## src/rtl/adcsq_pkg.sv

```systemverilog
// Purpose: shared constants and types of the converter sequencer control
// Assumes: 8-bit register port, 16-bit addresses, core_clk is the bus clock
// Notes:   timing figures are counted in converter clock ticks, except FIRST_RESULT_CYC and SYNC_CYC in core_clk cycles
package adcsq_pkg;
   localparam int ADDR_W = 16;
   localparam int DATA_W = 8;
   localparam int RES_NUM = 4;

   // register map
   localparam logic [ADDR_W-1:0] OPT_ADDR      = 16'h1039;
   localparam logic [ADDR_W-1:0] CTL_ADDR      = 16'h1030;
   localparam logic [ADDR_W-1:0] RES_BASE_ADDR = 16'h1031;

   // reset values
   localparam logic [DATA_W-1:0] OPT_RST = 8'h10;
   localparam logic [DATA_W-1:0] CTL_RST = 8'h00;

   // system options fields
   localparam int OPT_PWR_BIT  = 7;
   localparam int OPT_CLOCK_SOURCE_SELECT_BIT = 6;

   // conversion control fields
   localparam int CTL_DONE_BIT = 7;
   localparam int CTL_SCAN_BIT = 5;
   localparam int CTL_MULTI_CHANNEL_SELECT_BIT = 4;
   localparam int CTL_CS_LSB   = 0;
   localparam int CS_W         = 4;

   // conversion timing, in converter clock ticks; FIRST_RESULT_CYC and SYNC_CYC in core_clk cycles
   localparam int SAMPLE_TICKS     = 12;
   localparam int BIT_TICKS        = 2;
   localparam int CONV_TICKS       = 32;
   localparam int FIRST_RESULT_CYC = 34;
   // the first lead tick is the cycle after the write cycle, so lead plus one conversion is the first delay
   localparam int LEAD_TICKS       = FIRST_RESULT_CYC - CONV_TICKS;
   localparam int SYNC_CYC         = 2;

   typedef enum logic [3:0] {
      ST_IDLE = 4'h1,
      ST_LEAD = 4'h2,
      ST_CONV = 4'h4,
      ST_SYNC = 4'h8
   } adcsq_state_t;
endpackage : adcsq_pkg

```

## src/rtl/adcsq_if.sv

```systemverilog
// Purpose: carriers between the sequencer and its result file and SAR
// Assumes: one clock domain
// Notes:   rdata of the result file is the bus read data flop
`timescale 1ns/100ps
`default_nettype none
interface adcsq_res_if;
   logic       we;
   logic [1:0] widx;
   logic [7:0] wdata;
   logic       rd_en;
   logic       rd_res;
   logic [1:0] ridx;
   logic [7:0] other;
   logic [7:0] rdata;
   modport seq (output we, widx, wdata, rd_en, rd_res, ridx, other, input rdata);
   modport mem (input we, widx, wdata, rd_en, rd_res, ridx, other, output rdata);
endinterface : adcsq_res_if

interface adcsq_sar_if;
   logic       clr;
   logic       trial;
   logic       decide;
   logic [2:0] bit_idx;
   logic       comp;
   logic [7:0] code;
   modport seq (output clr, trial, decide, bit_idx, comp, input code);
   modport sar (input clr, trial, decide, bit_idx, comp, output code);
endinterface : adcsq_sar_if
`default_nettype wire

```

## src/rtl/adcsq_top.sv

```systemverilog
// Purpose: control of a successive-approximation converter: power, clock
//          choice, four-conversion sequences, completion flag, register port
// Assumes: core_clk is the bus clock; rc_osc_clk is sampled as a plain input
// Notes:   conversions tick on every core_clk or on rising rc_osc_clk edges
//
// The address-and-strobe port is this design's own decision.
`timescale 1ns/100ps
`default_nettype none
module adcsq_top
   import adcsq_pkg::*;
(
   // clock and reset
   input  wire logic              core_clk,
   input  wire logic              rst_b,
   // register port
   input  wire logic [ADDR_W-1:0] addr,
   input  wire logic [DATA_W-1:0] wr_data,
   input  wire logic              wr_stb,
   input  wire logic              rd_stb,
   output logic      [DATA_W-1:0] rd_data,
   // alternate converter clock
   input  wire logic              rc_osc_clk,
   // analog side
   input  wire logic              comp_in,
   output logic      [CS_W-1:0]   mux_chan_q,
   output logic                   sample_q,
   output logic      [DATA_W-1:0] dac_code,
   output logic                   pump_en_q,
   output logic                   pump_tick_q,
   output logic                   nvm_pump_rc_q,
   output logic                   busy_q
);
   typedef struct packed {
      logic [DATA_W-1:0] opt;
      logic              scan;
      logic              multi_channel_select;
      logic [CS_W-1:0]   cs;
      logic              done;
      adcsq_state_t      st;
      logic [4:0]        cnt;
      logic [1:0]        idx;
      logic              rc_prev;
      logic              pump_tick;
      logic              sample;
      logic [CS_W-1:0]   mux;
      logic              busy;
      logic [5:0]        since;
      logic              rc_seen;
   } adcsq_main_t;

   localparam adcsq_main_t MAIN_RST = '{
      opt: OPT_RST, scan: CTL_RST[CTL_SCAN_BIT], multi_channel_select: CTL_RST[CTL_MULTI_CHANNEL_SELECT_BIT],
      cs: CTL_RST[CTL_CS_LSB +: CS_W], done: 1'h0, st: ST_IDLE, cnt: 5'h0,
      idx: 2'h0, rc_prev: 1'h0, pump_tick: 1'h0, sample: 1'h0, mux: 4'h0,
      busy: 1'h0, since: 6'h3f, rc_seen: 1'h0};

   adcsq_main_t       q;
   adcsq_main_t       d;
   adcsq_res_if       res ();
   adcsq_sar_if       sar ();
   logic              tick;
   logic              wr_opt;
   logic              wr_ctl;
   logic              conv_end;
   logic [ADDR_W-1:0] res_off;
   logic [4:0]        bit_off;

   adcsq_results u_results (
      .core_clk (core_clk),
      .rst_b    (rst_b),
      .res      (res.mem)
   );

   adcsq_sar u_sar (
      .core_clk (core_clk),
      .rst_b    (rst_b),
      .sar      (sar.sar)
   );

   // conversion tick: every bus cycle, or each rising RC edge; no rate is assumed
   assign tick = q.opt[OPT_CLOCK_SOURCE_SELECT_BIT] ? (rc_osc_clk && !q.rc_prev) : 1'h1;

   assign wr_opt = wr_stb && (addr == OPT_ADDR);
   assign wr_ctl = wr_stb && (addr == CTL_ADDR);
   assign res_off = ADDR_W'(addr - RES_BASE_ADDR);
   assign bit_off = 5'(q.cnt - 5'(SAMPLE_TICKS));

   // end of one channel: directly in bus mode, after the sync wait in RC mode
   assign conv_end = ((q.st == ST_CONV) && tick && (q.cnt == 5'(CONV_TICKS - 1))
                      && !q.opt[OPT_CLOCK_SOURCE_SELECT_BIT])
                     || ((q.st == ST_SYNC) && (q.cnt == 5'(SYNC_CYC - 1)));

   always_comb begin
      d = q;
      d.rc_prev = rc_osc_clk;
      d.pump_tick = tick && q.opt[OPT_PWR_BIT];
      sar.clr = 1'h0;
      sar.trial = 1'h0;
      sar.decide = 1'h0;
      sar.bit_idx = 3'(DATA_W - 1) - bit_off[3:1];
      sar.comp = comp_in;
      res.we = 1'h0;
      res.widx = q.idx;
      res.wdata = sar.code;
      // bus read: results are read-only words, options and control read back, unmapped addresses read zero
      res.rd_en = rd_stb;
      res.rd_res = rd_stb && (res_off < ADDR_W'(RES_NUM));
      res.ridx = res_off[1:0];
      if (addr == OPT_ADDR) begin
         res.other = q.opt;
      end else if (addr == CTL_ADDR) begin
         res.other = {q.done, 1'h0, q.scan, q.multi_channel_select, q.cs};
      end else begin
         res.other = '0;
      end

      unique case (q.st)
         ST_IDLE: begin
         end
         ST_LEAD: begin
            if (tick) begin
               if (q.cnt == 5'(LEAD_TICKS - 1)) begin
                  d.st = ST_CONV;
                  d.cnt = 5'h0;
               end else begin
                  d.cnt = 5'(q.cnt + 5'h1);
               end
            end
         end
         ST_CONV: begin
            if (tick) begin
               sar.clr = (q.cnt == 5'h0);
               if ((q.cnt >= 5'(SAMPLE_TICKS))
                   && (q.cnt < 5'(SAMPLE_TICKS + BIT_TICKS * DATA_W))) begin
                  sar.trial = !bit_off[0];
                  sar.decide = bit_off[0];
               end
               if (q.cnt == 5'(CONV_TICKS - 1)) begin
                  // RC clock is asynchronous to the bus: wait before updating
                  d.st = ST_SYNC;
                  d.cnt = 5'h0;
               end else begin
                  d.cnt = 5'(q.cnt + 5'h1);
               end
            end
         end
         ST_SYNC: begin
            d.cnt = 5'(q.cnt + 5'h1);
         end
      endcase

      // result update and the choice of what comes next
      if (conv_end) begin
         res.we = 1'h1;
         d.cnt = 5'h0;
         d.st = ST_CONV;
         if (q.idx == 2'(RES_NUM - 1)) begin
            d.done = 1'h1;
            d.idx = 2'h0;
            if (!q.scan) begin
               d.st = ST_IDLE;
            end
         end else begin
            d.idx = 2'(q.idx + 2'h1);
         end
      end

      if (wr_opt) begin
         d.opt = wr_data;
      end
      // a control write aborts and restarts; the old sequence cannot set the flag
      if (wr_ctl) begin
         res.we = 1'h0;
         d.scan = wr_data[CTL_SCAN_BIT];
         d.multi_channel_select = wr_data[CTL_MULTI_CHANNEL_SELECT_BIT];
         d.cs = wr_data[CTL_CS_LSB +: CS_W];
         d.done = 1'h0;
         d.st = ST_LEAD;
         d.cnt = 5'h0;
         d.idx = 2'h0;
      end

      // channel: group mode keeps the top select bits and walks the low two
      d.mux = d.multi_channel_select ? {d.cs[CS_W-1:2], d.idx} : d.cs;
      d.sample = (d.st == ST_CONV) && (d.cnt < 5'(SAMPLE_TICKS));
      d.busy = (d.st != ST_IDLE);
      d.since = wr_ctl ? 6'h0 : ((q.since == 6'h3f) ? q.since : 6'(q.since + 6'h1));
      d.rc_seen = wr_ctl ? wr_opt && wr_data[OPT_CLOCK_SOURCE_SELECT_BIT]
                         : q.rc_seen || q.opt[OPT_CLOCK_SOURCE_SELECT_BIT];
   end

   always_ff @(posedge core_clk or negedge rst_b) begin
      if (!rst_b) begin
         q <= MAIN_RST;
      end else begin
         q <= d;
      end
   end

   assign rd_data = res.rdata;
   assign mux_chan_q = q.mux;
   assign sample_q = q.sample;
   assign dac_code = sar.code;
   assign pump_en_q = q.opt[OPT_PWR_BIT];
   assign pump_tick_q = q.pump_tick;
   assign nvm_pump_rc_q = q.opt[OPT_CLOCK_SOURCE_SELECT_BIT];
   assign busy_q = q.busy;
endmodule : adcsq_top
`default_nettype wire

```

## src/rtl/adcsq_results.sv

```systemverilog
// Purpose: four 8-bit result words and the registered bus read data
// Assumes: writes come only from the sequencer
// Notes:   a read in the update cycle returns the word before the update
`timescale 1ns/100ps
`default_nettype none
module adcsq_results
   import adcsq_pkg::*;
(
   // clock and reset
   input wire logic   core_clk,
   input wire logic   rst_b,
   // sequencer side
   adcsq_res_if.mem   res
);
   typedef struct packed {
      logic [RES_NUM-1:0][DATA_W-1:0] mem;
      logic [DATA_W-1:0]              rdata;
   } adcsq_res_t;

   adcsq_res_t q;
   adcsq_res_t d;

   always_comb begin
      d = q;
      if (res.we) begin
         d.mem[res.widx] = res.wdata;
      end
      // read samples the old word so an update never tears a read
      if (res.rd_en) begin
         d.rdata = res.rd_res ? q.mem[res.ridx] : res.other;
      end
   end

   always_ff @(posedge core_clk or negedge rst_b) begin
      if (!rst_b) begin
         q <= '0;
      end else begin
         q <= d;
      end
   end

   assign res.rdata = q.rdata;
endmodule : adcsq_results
`default_nettype wire

```

## src/rtl/adcsq_sar.sv

```systemverilog
// Purpose: successive-approximation code register
// Assumes: comp is high when the input lies below the trial code
// Notes:   trial sets the bit under test, decide keeps or drops it
`timescale 1ns/100ps
`default_nettype none
module adcsq_sar
   import adcsq_pkg::*;
(
   // clock and reset
   input wire logic   core_clk,
   input wire logic   rst_b,
   // sequencer side
   adcsq_sar_if.sar   sar
);
   typedef struct packed {
      logic [DATA_W-1:0] code;
   } adcsq_sar_t;

   adcsq_sar_t q;
   adcsq_sar_t d;

   always_comb begin
      d = q;
      if (sar.clr) begin
         d.code = '0;
      end else if (sar.trial) begin
         d.code[sar.bit_idx] = 1'h1;
      end else if (sar.decide && sar.comp) begin
         d.code[sar.bit_idx] = 1'h0;
      end
   end

   always_ff @(posedge core_clk or negedge rst_b) begin
      if (!rst_b) begin
         q <= '0;
      end else begin
         q <= d;
      end
   end

   assign sar.code = q.code;
endmodule : adcsq_sar
`default_nettype wire

```

## config.mk

```make
export PLATFORM = sky130hd
export DESIGN_NAME = adcsq_top
export DESIGN_NICKNAME = d
export VERILOG_FILES = /design/src/rtl/adcsq_pkg.sv /design/src/rtl/adcsq_if.sv /design/src/rtl/adcsq_top.sv /design/src/rtl/adcsq_results.sv /design/src/rtl/adcsq_sar.sv
export SDC_FILE = /design/constraint.sdc
export NUM_CORES = 1
export LEC_CHECK = 0
export BUFFER_PORTS_ARGS = -buffer_cell sky130_fd_sc_hd__buf_4
export CAP_MARGIN = 40
export CORE_MARGIN = 3
export CORE_UTILIZATION = 50
export CTS_CLUSTER_DIAMETER = 50
export CTS_CLUSTER_SIZE = 12
export DETAILED_ROUTE_END_ITERATION = 8
export PLACE_DENSITY = 0.82
export SETUP_SLACK_MARGIN = 0.1
export SLEW_MARGIN = 25
export SYNTH_ARGS = -nofsm -noshare
export SYNTH_HDL_FRONTEND = slang
export SYNTH_HIERARCHICAL = 1
export SYNTH_SLANG_ARGS = --single-unit
```

## constraint.sdc

```tcl
create_clock -name core_clk -period 2.7 [get_ports core_clk]
set_clock_uncertainty 0.1 [all_clocks]
set_input_delay 0 -clock core_clk [delete_from_list [all_inputs] [get_ports core_clk]]
set_output_delay 0 -clock core_clk [all_outputs]
set_load 0.01 [all_outputs]
```

==> flow_summary.toml <==
[clock_network]
htree_levels = 3
numCtsBuffers = 9
clk_pin_slew_ns = 0.08
clkLatencyLatePin_ns = 0.35
root_buffer = "clkbuf_8"
clockBufferDepth = 2
cts_sinks = 80
cts_tree = "done"

[layout]
antenna_cells = 0
fin_util_pct = 63.4
fillers = 670
final_layout_size_suffix_gt1_share_pct = 34.5
area_growth_pct = 20.7
nets = 481

[logic_synthesis]
synth_edf_count = 0
synth_top_area_cell = "dfrtp_1"
synthArstFlopShare_pct = 100
synth_top_flop_cell = "dfrtp_1"
ys_seq_area_share_pct = 45.5
synth_most_common_cell = "dfrtp_1"
netlist.area_leader.share_pct = 44.3
postSynthCellCount = 367
syn_area_per_cell_sq_um = 12.0
ys_top_cells_by_count = "dfrtp_1, mux2_2, nand2_1"
ys_ff_latch = 80
synth_cell_type_count = 65
synth_area_sq_mm = 0.00440
syn_nets = 407
synth_area_leaders = "dfrtp_1, mux2_2, mux4_2"
yosys_warnings = 6

[power_and_ir_drop]
p_leak_uw = 0.00260
finalPower_uw = 2180
ir_worst_vdd_mv = 0.180
p_per_area_mw_per_mm2 = 411

[timing]
whs_ns = 0.107
tns_ns = 0
slew_viol_final = 0
finalCritPeriodShare_pct = 93.6
max_slew.worst_pin.slew_ns = 0.677
rsz0062_at_grt = "false"
finalSetupViolCount = 0
period_needed_ns = 2.53
hold_violations = 0
clock.fmax_mhz = 396
slew_headroom_pct = 54.5

[die]
rows = 33
fp.coreArea_sq_mm = 0.00838
io_pins = 55
die_w_microns = 99.8
start_util_pct = 52.5
die_h_microns = 99.8
die_area_sq_mm = 0.00997

[worst_setup_path]
cp-start-kind = "flip-flop"
cp.required_ns = 2.81
critPathCaptureType = "flip-flop"
crit_type = "reg -> reg"
cp_data_arrival_time_ns = 2.64
crit_fanout = 6

[global_route]
first_global_vias = 3391
overflow = 0
grt_pass1_wl_microns = 16900
grt_max_degree = 50
antenna_found_initial = 0
grt_usage_pct = 21.3

[status]
status = "finished clean"

[detailed_routing]
avgViaCountPerCell = 5.98
first_iter_violations = 153
dr_total_vias = 3293
wl_microns = 10300
drt-wirelength-per-cell_microns = 18.8
drt_first_pass_iters = 4
drc = 0
antenna_left = 0

[hold_path]
hold_class = "in -> async"

[placed_design]
dpl.hpwl_microns = 7190
place_congestion = 0.916
io_buffers = 54

[job]
cap_violations = 0
-- path summary, 6_finish.rpt --
kind                                                   from                          end  slack (ns)  cells after the start
worst max-delay path                      q[17]$_DFFE_PN0P_           sample_q$_DFF_PN0_        0.17                      9
worst min-delay path                                  rst_b  u_results/q[38]$_DFFE_PN0P_        0.11                      2
worst max register to register            q[17]$_DFFE_PN0P_           sample_q$_DFF_PN0_        0.17                      9
worst min register to register  u_results/q[31]$_DFFE_PN0P_  u_results/q[31]$_DFFE_PN0P_        0.40                      1
max in group asynchronous                             rst_b            q[37]$_DFFE_PN1P_        1.73                      3
min in group core_clk                               addr[2]            q[35]$_DFFE_PN0P_        0.11                      4
-- what timing repair did --
action | CTS | global route
hold endpoints to repair | 73 | 0
gates resized for setup | 0 | 5
hold buffers | 19 | 0
setup buffers | 1 | 3
setup endpoints to repair | 8 | 36
-- worst max-delay path: stages (launching register included) --
cell and delay [ns]:
dfrtp_1 0.42, ha_1 0.22, and2_1 0.16, ha_2 0.20, nor4bb_2 0.18, a22o_1 0.26
buf_4 0.15, a21o_1 0.25, a211oi_2 0.33, a2111oi_2 0.12
-- metal layers --
layer | global-route usage (%) | vias to the layer above | part of all wire (%) | routed length (microns)
met5 | 0 | - | 0 | 0
met4 | 6.62 | 0 | 1.9 | 193
met3 | 4.03 | 23 | 4.6 | 472
met2 | 36.7 | 103 | 51 | 5300
met1 | 27.1 | 1664 | 42 | 4380
li1 | - | 1503 | - | -
-- placed cells by master (no fill, tap or decap), types with 8 or more instances in the layout --
cell / Yosys / layout
mux4_2: 8 / 8
mux2_2: 44 / 44
a221o_1: 8 / 8
dfrtp_1: 78 / 77
inv_1: 14 / 14
nor2_1: 16 / 16
buf_4: 14 / 64
a22o_1: 8 / 8
mux2i_1: 12 / 12
and3b_1: 9 / 9
ha_1: 10 / 9
nand2_1: 25 / 25
o21ai_0: 9 / 9
nand2b_1: 12 / 12
clkbuf_8: 0 / 9
dlygate4sd3_1: 0 / 19
-- registers in the layout (all words and copies together) (netlist names) --
register             cells
busy_q                   1
mux_chan_q               3
nvm_pump_rc_q            1
pump_en_q                1
pump_tick_q              1
q                       22
res.widx                 2
sample_q                 1
u_results/q             32
u_results/res.rdata      8
u_sar/sar.code           8
-- layout make-up --
cell class / instances / area (sq um) / share of cell area [%]
inverter: 14 / 52.6 / 0.989
timing repair buffer: 86 / 731 / 13.8
clock inverter: 4 / 47.5 / 0.895
multi-input combinational: 250 / 2210 / 41.6
sequential: 80 / 2010 / 37.8
tap: 105 / 131 / 2.47
clock buffer: 12 / 135 / 2.54
-- per-stage QoR --
stage	setup WS, ns	cell area, sq um	cells
2_1_floorplan	0.136	4400	367
3_3_place_gp	0.166	4840	511
3_5_place_dp	0.0517	4860	512
4_1_cts	0.129	5260	548
5_1_grt	0.0591	5310	551
6_report	0.172	5310	551
-- power by group --
group / total (uW) / switching, uW / internal [uW]
Clock: 851 / 426 / 426
Sequential: 1200 / 0.504 / 1200
Combinational: 132 / 70.2 / 61.5
-- kinds of logic after synthesis --
group,share of synthesized area (%)
multiplexers,18.1
AND/OR/NAND/NOR,16.9
adder cells (fa/ha/maj),3.07
buffers and inverters,4.77
flip-flops,45.5
XOR/XNOR,0.995
AO/OA/AOI/OAI,10.6
(Power assumes the default switching activity.)
